`src/design/bscac_pkg.sv`:
```
/*
  Shared constants for the clock/analog boundary-scan segment: chain layout,
  safe values for unused cells, link timing and the controller's APB map.
  Assumes nothing of its surroundings.
*/
package bscac_pkg;

  // ----------------------------------------------------------------
  // Chain layout
  // ----------------------------------------------------------------
  localparam int NCTRL = 25;
  localparam int NCLK = 4;
  localparam int NOBS = 5;
  localparam int CHAIN_LEN = NCTRL + NOBS;
  localparam int UPD_W = NCTRL + 1;

  // Controlled cells, chain bits 0..24
  localparam int CTL_EXT_EN = 0;
  localparam int CTL_XTAL_EN = 1;
  localparam int CTL_LF_EN = 2;
  localparam int CTL_AUX_EN = 3;
  localparam int CTL_CMP_IDLE = 4;
  localparam int CTL_CMP_MUX = 5;
  localparam int CTL_CMP_BG = 6;
  localparam int CTL_GAIN_PATH = 7;
  localparam int CTL_CONV_BG = 8;
  localparam int CTL_CONV_PWR = 9;
  localparam int CTL_GAIN_PWR = 10;
  localparam int CTL_DAC_LSB = 11;
  localparam int DAC_W = 10;
  localparam int CTL_EXT_CH = 21;
  localparam int CTL_G10 = 22;
  localparam int CTL_G20 = 23;
  localparam int CTL_SC_CLK = 24;

  // Observed cells: chain bits 25..28 clock lines, 29 comparator result
  localparam int OBS_CLK_LSB = NCTRL;
  localparam int OBS_RESULT = NCTRL + NCLK;
  localparam int UPD_RESULT = NCTRL;

  // Safe values: comparator idle, DAC bit 9, external channel bypass set
  localparam logic [NCTRL-1:0] CTRL_SAFE = 25'h0300010;
  // Recommended stimulus: safe values plus the external main clock enabled
  localparam logic [NCTRL-1:0] TX_RESET = 25'h0300011;
  // Scanned clock line when its option is unused: main 0, others 1
  localparam logic [NCLK-1:0] CLK_UNUSED = 4'he;

  // ----------------------------------------------------------------
  // Link timing and controller registers
  // ----------------------------------------------------------------
  localparam int TCK_HALF_CYCLES = 8;
  localparam int SYNC_W = 11;

  localparam logic [11:0] ADDR_CTRL = 12'h000;
  localparam logic [11:0] ADDR_STATUS = 12'h004;
  localparam logic [11:0] ADDR_TX = 12'h008;
  localparam logic [11:0] ADDR_RX = 12'h00c;
  localparam int CTRL_START = 0;
  localparam int CTRL_EXTEST = 1;
  localparam int ST_BUSY = 0;
  localparam int ST_DONE = 1;
  localparam int ST_CONFLICT = 2;

  typedef enum logic [4:0] {
    BSCAC_IDLE = 5'b00001,
    BSCAC_CAP = 5'b00010,
    BSCAC_SHIFT = 5'b00100,
    BSCAC_UPD = 5'b01000,
    BSCAC_FIN = 5'b10000
  } bscac_state_t;

  // More than one clock-source enable set at once
  function automatic logic bscac_multi_clk(input logic [NCLK-1:0] en);
    logic [2:0] cnt;
    cnt = 3'h0;
    for (int i = 0; i < NCLK; i++) begin
      cnt = cnt + {2'h0, en[i]};
    end
    return cnt > 3'h1;
  endfunction : bscac_multi_clk

endpackage : bscac_pkg

```
`src/design/bscac_link_if.sv`:
```
/*
  Scan link between the external test controller and the scan segment.
  Assumes the controller drives the test clock and the state levels, which
  change only while the test clock is low.
*/
`timescale 1ns/1ps
`default_nettype none

interface bscac_link_if;
  logic tck;
  logic tdi;
  logic tdo;
  logic captureDr;
  logic shiftDr;
  logic updateDr;
  logic extestMode;

  modport dev (
    input tck,
    input tdi,
    input captureDr,
    input shiftDr,
    input updateDr,
    input extestMode,
    output tdo
  );

  modport ctl (
    output tck,
    output tdi,
    output captureDr,
    output shiftDr,
    output updateDr,
    output extestMode,
    input tdo
  );
endinterface : bscac_link_if

`default_nettype wire

```
`src/design/bscac_scan_cells.sv`:
```
/*
  Boundary-scan segment for the oscillator/clock pins, the analog comparator
  and the ADC converter interface (device end of the scan link).
  Assumes the link arrives asynchronously to ref_clk and is oversampled;
  the test clock must stay below a quarter of ref_clk.
*/
// Overview of operation
// - Pinned oscillator enables get general cells
// - Clock outputs feed observe-only cells
// - Timer-two oscillator scanned like main clock
// - Internal RC oscillator stays out of chain
// - Unused clock line reads 0 main, else 1
// - Controller enables one clock source at most
// - Clock enables stay in chain through sleep
// - Controller prefers observing the external clock
// - Comparator signals each get general cells
// - Mux-select feeds comparator from ADC mux
// - Comparator not needed for connectivity tests
// - Ten converter cells; unused value 0x200
// - External-channel cell routes channels 0-3 around gain
// - Power-on cells power circuit only when set
// - Gain path and gain cells, unused zero
// - Switched-capacitor clock cell, unused zero
// - External test applies chain at update
`timescale 1ns/1ps
`default_nettype none

module bscac_scan_cells
  import bscac_pkg::*;
(
  input wire logic ref_clk,
  input wire logic rst_n,
  bscac_link_if.dev link,
  input wire logic [NCTRL-1:0] funcCtrl,
  input wire logic extMainClockLine,
  input wire logic crystalOscClock,
  input wire logic lowfreqCrystalClock,
  input wire logic auxTimerOscClock,
  input wire logic comparatorRaw,
  output logic comparatorResult,
  output logic extMainClockEnable,
  output logic crystalOscEnable,
  output logic lowfreqCrystalEnable,
  output logic auxTimerOscEnable,
  output logic comparatorIdleCtrl,
  output logic comparatorMuxSelect,
  output logic comparatorBandgapEnable,
  output logic gainPathEnable,
  output logic converterBandgapEnable,
  output logic converterPowerOn,
  output logic gainStagePowerOn,
  output logic [DAC_W-1:0] converterValue,
  output logic externalChannelBypass,
  output logic gainTenEnable,
  output logic gainTwentyEnable,
  output logic switchCapClock
);

  // ----------------------------------------------------------------
  // Input synchronisers
  // ----------------------------------------------------------------
  // Link levels, clock lines and comparator all pass the same three stages,
  // so data and test clock keep their relative timing.
  logic [SYNC_W-1:0] rawIn;
  logic [SYNC_W-1:0] sync1_reg;
  logic [SYNC_W-1:0] sync2_reg;
  logic [SYNC_W-1:0] sync3_reg;
  logic [SYNC_W-1:0] filt_reg;
  logic [SYNC_W-1:0] filt_next;

  assign rawIn = {comparatorRaw, auxTimerOscClock, lowfreqCrystalClock,
                  crystalOscClock, extMainClockLine, link.extestMode,
                  link.updateDr, link.shiftDr, link.captureDr, link.tdi,
                  link.tck};
  assign filt_next = (sync2_reg & sync3_reg) | (filt_reg & (sync2_reg ^ sync3_reg));

  always_ff @(posedge ref_clk or negedge rst_n) begin
    if (!rst_n) begin
      sync1_reg <= '0;
      sync2_reg <= '0;
      sync3_reg <= '0;
      filt_reg <= '0;
    end else begin
      sync1_reg <= rawIn;
      sync2_reg <= sync1_reg;
      sync3_reg <= sync2_reg;
      filt_reg <= filt_next;
    end
  end

  wire tckS = filt_reg[0];
  wire tdiS = filt_reg[1];
  wire captureS = filt_reg[2];
  wire shiftS = filt_reg[3];
  wire updateS = filt_reg[4];
  wire extestS = filt_reg[5];
  wire [NCLK-1:0] clockS = filt_reg[9:6];
  wire comparatorS = filt_reg[10];

  logic tckPrev_reg;
  wire tckRise = tckS & ~tckPrev_reg;
  wire tckFall = ~tckS & tckPrev_reg;

  // ----------------------------------------------------------------
  // Capture vector
  // ----------------------------------------------------------------
  logic [NCTRL-1:0] applied_reg;
  logic comparatorResult_reg;
  logic [NCLK-1:0] clockEnables;
  logic [NCLK-1:0] clockObserved;
  logic [CHAIN_LEN-1:0] captureVec;

  // Only pinned clocks
  // Four clock options exist in the chain; the RC oscillator has no pin.
  assign clockEnables = applied_reg[CTL_AUX_EN:CTL_EXT_EN];
  assign clockObserved = (clockS & clockEnables) | (CLK_UNUSED & ~clockEnables);
  assign captureVec = {comparatorS, clockObserved, applied_reg};

  // ----------------------------------------------------------------
  // Shift and update stages
  // ----------------------------------------------------------------
  logic [CHAIN_LEN-1:0] shift_reg;
  logic [UPD_W-1:0] update_reg;
  logic updPending_reg;
  logic tdo_reg;

  always_ff @(posedge ref_clk or negedge rst_n) begin
    if (!rst_n) begin
      tckPrev_reg <= 1'b0;
    end else begin
      tckPrev_reg <= tckS;
    end
  end

  always_ff @(posedge ref_clk or negedge rst_n) begin
    if (!rst_n) begin
      shift_reg <= '0;
      updPending_reg <= 1'b0;
    end else if (tckRise) begin
      if (captureS) begin
        shift_reg <= captureVec;
      end else if (shiftS) begin
        shift_reg <= {tdiS, shift_reg[CHAIN_LEN-1:1]};
      end
      updPending_reg <= updateS;
    end else if (tckFall) begin
      updPending_reg <= 1'b0;
    end
  end

  // Update latches on the falling test clock that closes the update state,
  // so a shift never disturbs the applied values mid-frame.
  always_ff @(posedge ref_clk or negedge rst_n) begin
    if (!rst_n) begin
      tdo_reg <= 1'b0;
      update_reg <= {1'b0, CTRL_SAFE};
    end else if (tckFall) begin
      tdo_reg <= shift_reg[0];
      if (updPending_reg) begin
        update_reg <= {shift_reg[OBS_RESULT], shift_reg[NCTRL-1:0]};
      end
    end
  end

  assign link.tdo = tdo_reg;

  // ----------------------------------------------------------------
  // Applied values
  // ----------------------------------------------------------------
  // Apply only in external test
  // Scan enables override sleep gating
  // In sample/preload the update stage is loaded but never reaches the pins.
  always_ff @(posedge ref_clk or negedge rst_n) begin
    if (!rst_n) begin
      applied_reg <= CTRL_SAFE;
      comparatorResult_reg <= 1'b0;
    end else begin
      applied_reg <= extestS ? update_reg[NCTRL-1:0] : funcCtrl;
      comparatorResult_reg <= extestS ? update_reg[UPD_RESULT] : comparatorS;
    end
  end

  assign extMainClockEnable = applied_reg[CTL_EXT_EN];
  assign crystalOscEnable = applied_reg[CTL_XTAL_EN];
  assign lowfreqCrystalEnable = applied_reg[CTL_LF_EN];
  assign auxTimerOscEnable = applied_reg[CTL_AUX_EN];
  assign comparatorIdleCtrl = applied_reg[CTL_CMP_IDLE];
  assign comparatorBandgapEnable = applied_reg[CTL_CMP_BG];
  assign comparatorResult = comparatorResult_reg;
  assign comparatorMuxSelect = applied_reg[CTL_CMP_MUX];
  assign gainPathEnable = applied_reg[CTL_GAIN_PATH];
  assign gainTenEnable = applied_reg[CTL_G10];
  assign gainTwentyEnable = applied_reg[CTL_G20];
  assign converterBandgapEnable = applied_reg[CTL_CONV_BG];
  assign converterPowerOn = applied_reg[CTL_CONV_PWR];
  assign gainStagePowerOn = applied_reg[CTL_GAIN_PWR];
  assign converterValue = applied_reg[CTL_DAC_LSB +: DAC_W];
  assign externalChannelBypass = applied_reg[CTL_EXT_CH];
  assign switchCapClock = applied_reg[CTL_SC_CLK];

endmodule : bscac_scan_cells

`default_nettype wire

```
`src/flat_wrapper.sv`:
```
// flat-port wrapper written by rule: the top's interface ports become plain ports
module bscac_scan_cells_flat import bscac_pkg::*;
  (ref_clk, rst_n, funcCtrl, extMainClockLine, crystalOscClock, lowfreqCrystalClock, auxTimerOscClock, comparatorRaw, comparatorResult, extMainClockEnable, crystalOscEnable, lowfreqCrystalEnable, auxTimerOscEnable, comparatorIdleCtrl, comparatorMuxSelect, comparatorBandgapEnable, gainPathEnable, converterBandgapEnable, converterPowerOn, gainStagePowerOn, converterValue, externalChannelBypass, gainTenEnable, gainTwentyEnable, switchCapClock, link_tck, link_tdi, link_captureDr, link_shiftDr, link_updateDr, link_extestMode, link_tdo);
  bscac_link_if link_i ();
  input wire logic ref_clk;
  input wire logic rst_n;
  input wire logic [NCTRL-1:0] funcCtrl;
  input wire logic extMainClockLine;
  input wire logic crystalOscClock;
  input wire logic lowfreqCrystalClock;
  input wire logic auxTimerOscClock;
  input wire logic comparatorRaw;
  output logic comparatorResult;
  output logic extMainClockEnable;
  output logic crystalOscEnable;
  output logic lowfreqCrystalEnable;
  output logic auxTimerOscEnable;
  output logic comparatorIdleCtrl;
  output logic comparatorMuxSelect;
  output logic comparatorBandgapEnable;
  output logic gainPathEnable;
  output logic converterBandgapEnable;
  output logic converterPowerOn;
  output logic gainStagePowerOn;
  output logic [DAC_W-1:0] converterValue;
  output logic externalChannelBypass;
  output logic gainTenEnable;
  output logic gainTwentyEnable;
  output logic switchCapClock;
  input wire logic [$bits(link_i.tck)-1:0] link_tck;
  input wire logic [$bits(link_i.tdi)-1:0] link_tdi;
  input wire logic [$bits(link_i.captureDr)-1:0] link_captureDr;
  input wire logic [$bits(link_i.shiftDr)-1:0] link_shiftDr;
  input wire logic [$bits(link_i.updateDr)-1:0] link_updateDr;
  input wire logic [$bits(link_i.extestMode)-1:0] link_extestMode;
  output wire logic [$bits(link_i.tdo)-1:0] link_tdo;
  assign link_i.tck = link_tck;
  assign link_i.tdi = link_tdi;
  assign link_i.captureDr = link_captureDr;
  assign link_i.shiftDr = link_shiftDr;
  assign link_i.updateDr = link_updateDr;
  assign link_i.extestMode = link_extestMode;
  assign link_tdo = link_i.tdo;
  bscac_scan_cells u_core (.ref_clk(ref_clk), .rst_n(rst_n), .link(link_i), .funcCtrl(funcCtrl), .extMainClockLine(extMainClockLine), .crystalOscClock(crystalOscClock), .lowfreqCrystalClock(lowfreqCrystalClock), .auxTimerOscClock(auxTimerOscClock), .comparatorRaw(comparatorRaw), .comparatorResult(comparatorResult), .extMainClockEnable(extMainClockEnable), .crystalOscEnable(crystalOscEnable), .lowfreqCrystalEnable(lowfreqCrystalEnable), .auxTimerOscEnable(auxTimerOscEnable), .comparatorIdleCtrl(comparatorIdleCtrl), .comparatorMuxSelect(comparatorMuxSelect), .comparatorBandgapEnable(comparatorBandgapEnable), .gainPathEnable(gainPathEnable), .converterBandgapEnable(converterBandgapEnable), .converterPowerOn(converterPowerOn), .gainStagePowerOn(gainStagePowerOn), .converterValue(converterValue), .externalChannelBypass(externalChannelBypass), .gainTenEnable(gainTenEnable), .gainTwentyEnable(gainTwentyEnable), .switchCapClock(switchCapClock));
endmodule
```
`config.mk`:
```
export PLATFORM = sky130hd
export DESIGN_NAME = bscac_scan_cells_flat
export DESIGN_NICKNAME = d
export VERILOG_FILES = /design/src/design/bscac_pkg.sv /design/src/design/bscac_link_if.sv /design/src/design/bscac_scan_cells.sv /design/src/flat_wrapper.sv
export SDC_FILE = /design/constraint.sdc
export NUM_CORES = 1
export LEC_CHECK = 0
export BUFFER_PORTS_ARGS = -buffer_cell sky130_fd_sc_hd__clkbuf_2
export CAP_MARGIN = 20
export CORE_MARGIN = 1.5
export CORE_UTILIZATION = 51
export DETAILED_ROUTE_END_ITERATION = 10
export PLACE_DENSITY = 0.75
export SYNTH_ARGS = -nofsm -noshare
export SYNTH_HDL_FRONTEND = slang
export SYNTH_SLANG_ARGS = --single-unit
```
`constraint.sdc`:
```
create_clock -name ref_clk -period 1.5 [get_ports ref_clk]
set_clock_uncertainty 0.2 [all_clocks]
set_input_delay 0.15 -clock ref_clk [delete_from_list [all_inputs] [get_ports ref_clk]]
set_output_delay 0.15 -clock ref_clk [all_outputs]
set_load 0.02 [all_outputs]
```
* Yosys cells after proc, flatten, opt, wreduce, memory -nomap -nowiden
Index checks and enable logic that the tools add are counted.
Storage, ports and cells: register bits 129, latch bits 0, bits in writable memories 0, bits in read-only memories 0, input bits 38, word-level logic and storage cells 32, memories kept 0
Operators by class: add/subtract/negate cells 0, multipliers 0, div/mod/pow operators 0, magnitude comparators 0, equal/unequal tests 0, shift-type cells 0, multiplexer cells 6, bitwise logic cells 11, reduce and logical (&&, ||, !) cells 4
Operator list (number):
- 30-bit 2-to-1 mux | 2
- 25-bit 2-to-1 mux | 1
- 11-bit AND | 2
- 11-bit OR | 1
- 11-bit bitwise XOR | 1
- 4-bit AND | 1
- 4-bit inverter | 1
- 4-bit OR | 1
- 2-bit AND reduction | 2
- 2-bit nonzero test | 2
- 1-bit 2-to-1 mux | 3
- 1-bit AND | 2
- 1-bit inverter | 2

* Longest topological paths before layout
word-level depth 4, depth in mapped cells 7, depth with buffers taken out 5

* Worst setup path after synthesis
Ideal clock, no wire load.
path kind register to register, start point reg u_core.filt_reg[0], end point reg u_core.update_reg[15], library setup time 0.125 ns, arrival 1.201 ns, data required time 1.175 ns, setup slack -0.025 ns, stages on the path, launching flop included 6, path buffers 1, clock period less this slack 1.525 ns, cells stage by stage dfrtp_1 -> inv_1 -> ha_1 -> nand2_4 -> buf_6 -> mux2_2
Between the ends: cells in the longest elaborated chain, start to end 3
RTL lines:
- start, declared | RTL line bscac_scan_cells.sv:68 | logic [SYNC_W-1:0] filt_reg;
- start signal, assigned | RTL line bscac_scan_cells.sv:87 | filt_reg <= filt_next;
- 1-bit inverter | RTL line bscac_scan_cells.sv:102 | wire tckFall = ~tckS & tckPrev_reg;
- 1-bit AND | RTL line bscac_scan_cells.sv:102
- net u_core.tckFall | RTL line bscac_scan_cells.sv:102
- 2-bit AND reduction (no line)
- end signal, assigned | RTL line bscac_scan_cells.sv:156 | update_reg <= {1'b0, CTRL_SAFE};
- end signal, assigned | RTL line bscac_scan_cells.sv:160 | update_reg <= {shift_reg[OBS_RESULT], shift_reg[NCTRL-1:0]};
- end, declared | RTL line bscac_scan_cells.sv:123 | logic [UPD_W-1:0] update_reg;
The timed path passes the listed nets, and every way through them passes these cells. A chain may end at the register's enable or synchronous reset.

* Worst setup path in the final report
start point reg u_core.applied_reg[4], end point out comparatorIdleCtrl
RTL lines:
- start, declared | RTL line bscac_scan_cells.sv:107 | logic [NCTRL-1:0] applied_reg;
- start signal, assigned | RTL line bscac_scan_cells.sv:178 | applied_reg <= extestS ? update_reg[NCTRL-1:0] : funcCtrl;
- end, declared | RTL line flat_wrapper.sv:18 | output logic comparatorIdleCtrl;
No word-level cell between the ends.

==> out/results.ini <==
[clocking]
cts_sinks = 129
cts_made_buffers = 17
cts_htree_levels = 4
root_buffer = clkbuf_8
path_clk_slew_ns = 0.06
ctsLongestPathBuffers = 2
tritoncts = built
clk_latency_ns = 0.50

[final_layout]
final_core_util_pct = 71.54
largest_reg_flops = 30
syn2layout_area_growth_pct = 35.95
final_area_um2 = 6610
nNetsFinal = 506
drive_above_1_share_pct = 39.19
n_antenna_cell = 0

[yosys]
yosysWarnings = 0
synth_seq_cells = 129
synth_nets = 377
yosysSeqAreaShare_pct = 66.55
yosysUniqueCellTypes = 22
avgSynthCellArea_um2 = 14.91
synth_cells = 326
syn_area_um2 = 4862

[grt]
overflow = 0
antenna_found_initial = 0
grt_pass1_vias = 3058
grt_max_degree = 41
grt_pass1_wl_mm = 14.25
groute.usage.overall_pct = 18.52

[power]
peakVddDrop_mv = 1.224
finalPower_uw = 10910
seq_power_share_pct = 45.9
netSwitchingPower_uw = 3130
p_comb_share_pct = 19.6
p_clk_share_pct = 34.5
swShare_pct = 28.70
internal_power_uw = 7776
cellPowerDensity_nw_per_um2 = 1650
p_leak_uw = 0.003277

[job]
maxCapViolations = 0

[setup_path]
cp.buffers_inverters = 1
crit_type = reg2out
reg2reg_from = u_core.filt_reg[0]
startpoint_type = flip-flop
cpLargestDelayFamily = flip-flops
path_cells = buf_8
cp.required_ns = 1.15
r2r-end = u_core.update_reg[5]
cpMaxStageDelayCell = dfstp_2
ff2ff_path_depth = 5
rrSetupSlack_ns = -0.02
critPathMaxStageDelay_ns = 0.56
end_kind = output port
arrival_ns = 1.18
cp_max_fo = 2

[detailed_routing]
vias_per_cell = 4.918
wirelength_mm = 9.156
wire_per_inst_um = 15.36
drc = 0
dr.first_iter.drc_count = 81
ant_nets = 0
num_vias = 2931
dr.pass1.iters = 4

[placed_design]
pre_cts_ws_ns = -0.07319
post-dp-hpwl_mm = 5.626
routabilityCongestion = 0.7598
place_area_um2 = 5468
portBuffers = 64

[worst_hold_path]
hold_class = in2reg
hold_path_depth = 2
hold_start = comparatorRaw
min_to = u_core.sync1_reg[10]

[sta]
final-hold-violation-count = 0
fin_crit_sh_pct = 102.3
maxSlewViolCount = 0
max_freq_ghz = 0.6519
rsz0062_at_grt = true
fin_crit_ns = 1.534
final-setup-viol-count = 22
final.setup.worst_slack_ns = -0.03394
tightest_slew_ns = 0.4040
slew_headroom_pct = 73.07

[die]
dieWidth_um = 100.6
boundaryPins = 65
rows = 35
dieArea_um2 = 10130
initial_core_util_pct = 52.62
core_area_um2 = 9240
die_h_um = 100.6

[outcome]
violations = setup timing
status = complete, but fails checks

==> worst max-delay path by stage <==
| stage | slack [ns] | endpoint | cells after the start | from |
|---|---|---|---|---|
| 2_1_floorplan | 0.002 | u_core.update_reg[15] | 5 | u_core.filt_reg[0] |
| 3_3_place_gp | -0.01 | u_core.update_reg[12] | 5 | u_core.filt_reg[0] |
| 3_5_place_dp | -0.07 | u_core.update_reg[2] | 5 | u_core.filt_reg[0] |
| 4_1_cts | -0.07 | comparatorIdleCtrl | 1 | u_core.applied_reg[4] |
| 5_1_grt | -0.07 | u_core.shift_reg[9] | 6 | u_core.tckPrev_reg |
| 6_report | -0.03 | comparatorIdleCtrl | 1 | u_core.applied_reg[4] |
==> routing by layer <==
layer | share of wire, % | track usage, % | vias to the layer above
li1 | - | - | 1390
met1 | 46 | 23.65 | 1474
met2 | 50 | 30.56 | 59
met3 | 3.3 | 5.964 | 8
met4 | 0.74 | 5.200 | 0
met5 | 0 | 0 | -
==> power groups by stage <==
| stage | clock, uW | sequential (uW) | combinational, uW |
|---|---|---|---|
| after floorplan | 0 | 5070 | 1020 |
| after global placement | 0 | 4970 | 1770 |
| after detailed placement | 0 | 5010 | 1850 |
| after CTS | 3820 | 4960 | 2020 |
| after global routing | 3980 | 5120 | 2340 |
| final | 3760 | 5010 | 2130 |
==> cell usage in the layout (no fill, tap or decap), types with 2 or more instances in the layout <==
cell | Yosys | final
buf_8 | 0 | 3
clkinvlp_4 | 0 | 5
dfstp_2 | 6 | 6
o21ai_0 | 26 | 26
buf_4 | 6 | 12
buf_12 | 0 | 10
o21ai_1 | 5 | 5
clkbuf_8 | 0 | 3
nand2_1 | 29 | 29
inv_6 | 0 | 2
inv_1 | 3 | 2
ha_1 | 13 | 11
clkbuf_16 | 0 | 17
clkinv_2 | 0 | 3
dfrtp_1 | 123 | 122
a21o_1 | 11 | 11
dlygate4sd3_1 | 0 | 38
mux2_4 | 3 | 26
nand3_1 | 5 | 5
mux2_2 | 50 | 27
o211ai_1 | 3 | 3
clkbuf_2 | 2 | 60
nor2b_1 | 4 | 4
mux2i_1 | 26 | 26
==> stage by stage <==
stage | hold slack [ns] | setup TNS (ns) | std cells
3_5_place_dp | -0.09157 | -1.322 | 520
4_1_cts | 0.06517 | -1.386 | 593
3_3_place_gp | -0.09319 | -0.2398 | 520
2_1_floorplan | -0.3456 | 0 | 326
5_1_grt | 0.07189 | -2.151 | 596
6_report | 0.08563 | -0.2911 | 596
==> layout make-up <==
class	count	area [um^2]
Multi-Input combinational cell	179	1598
Fill cell	621	2630
Clock inverter	12	108.9
Inverter	3	11.26
Sequential cell	129	3237
Timing Repair Buffer	125	1052
Clock buffer	19	441.7
Tap cell	129	161.4
==> synth_stat cells <==
master / count / share of area [%]
dfrtp_1: 123 / 63
mux2_2: 50 / 12
nand2_1: 29 / 2.2
mux2i_1: 26 / 5.4
o21ai_0: 26 / 2.7
ha_1: 13 / 3.3
a21o_1: 11 / 1.7
buf_4: 6 / 0.93
buf_6: 6 / 1.4
dfstp_2: 6 / 3.2
nand3_1: 5 / 0.51
o21ai_1: 5 / 0.51
nor2b_1: 4 / 0.51
inv_1: 3 / 0.23
mux2_4: 3 / 0.93
o211ai_1: 3 / 0.46
clkbuf_2: 2 / 0.21
buf_2: 1 / 0.10
nand2_4: 1 / 0.23
nand4_1: 1 / 0.13
nor2_1: 1 / 0.077
o21ai_4: 1 / 0.33
==> repair_timing <==
action                                  CTS  global route
buffers inserted                          4             1
cloned                                    0             2
resized for setup                         4            30
hold endpoints to repair                165             0
endpoints found under the setup margin   40            58
hold buffers                             38             0
pin swaps                                 0             1
==> cells by family (layout without fill, tap and decap cells) <==
family	after synthesis	in the layout	share of synthesized area (%)
adder cells (fa/ha/maj)	13	13	3.345
AO/OA/AOI/OAI	46	46	5.687
buffers and inverters	18	159	2.856
multiplexers	79	79	17.86
flip-flops	129	129	66.55
AND/OR/NAND/NOR	41	41	3.705
(Power assumes the default switching activity.)
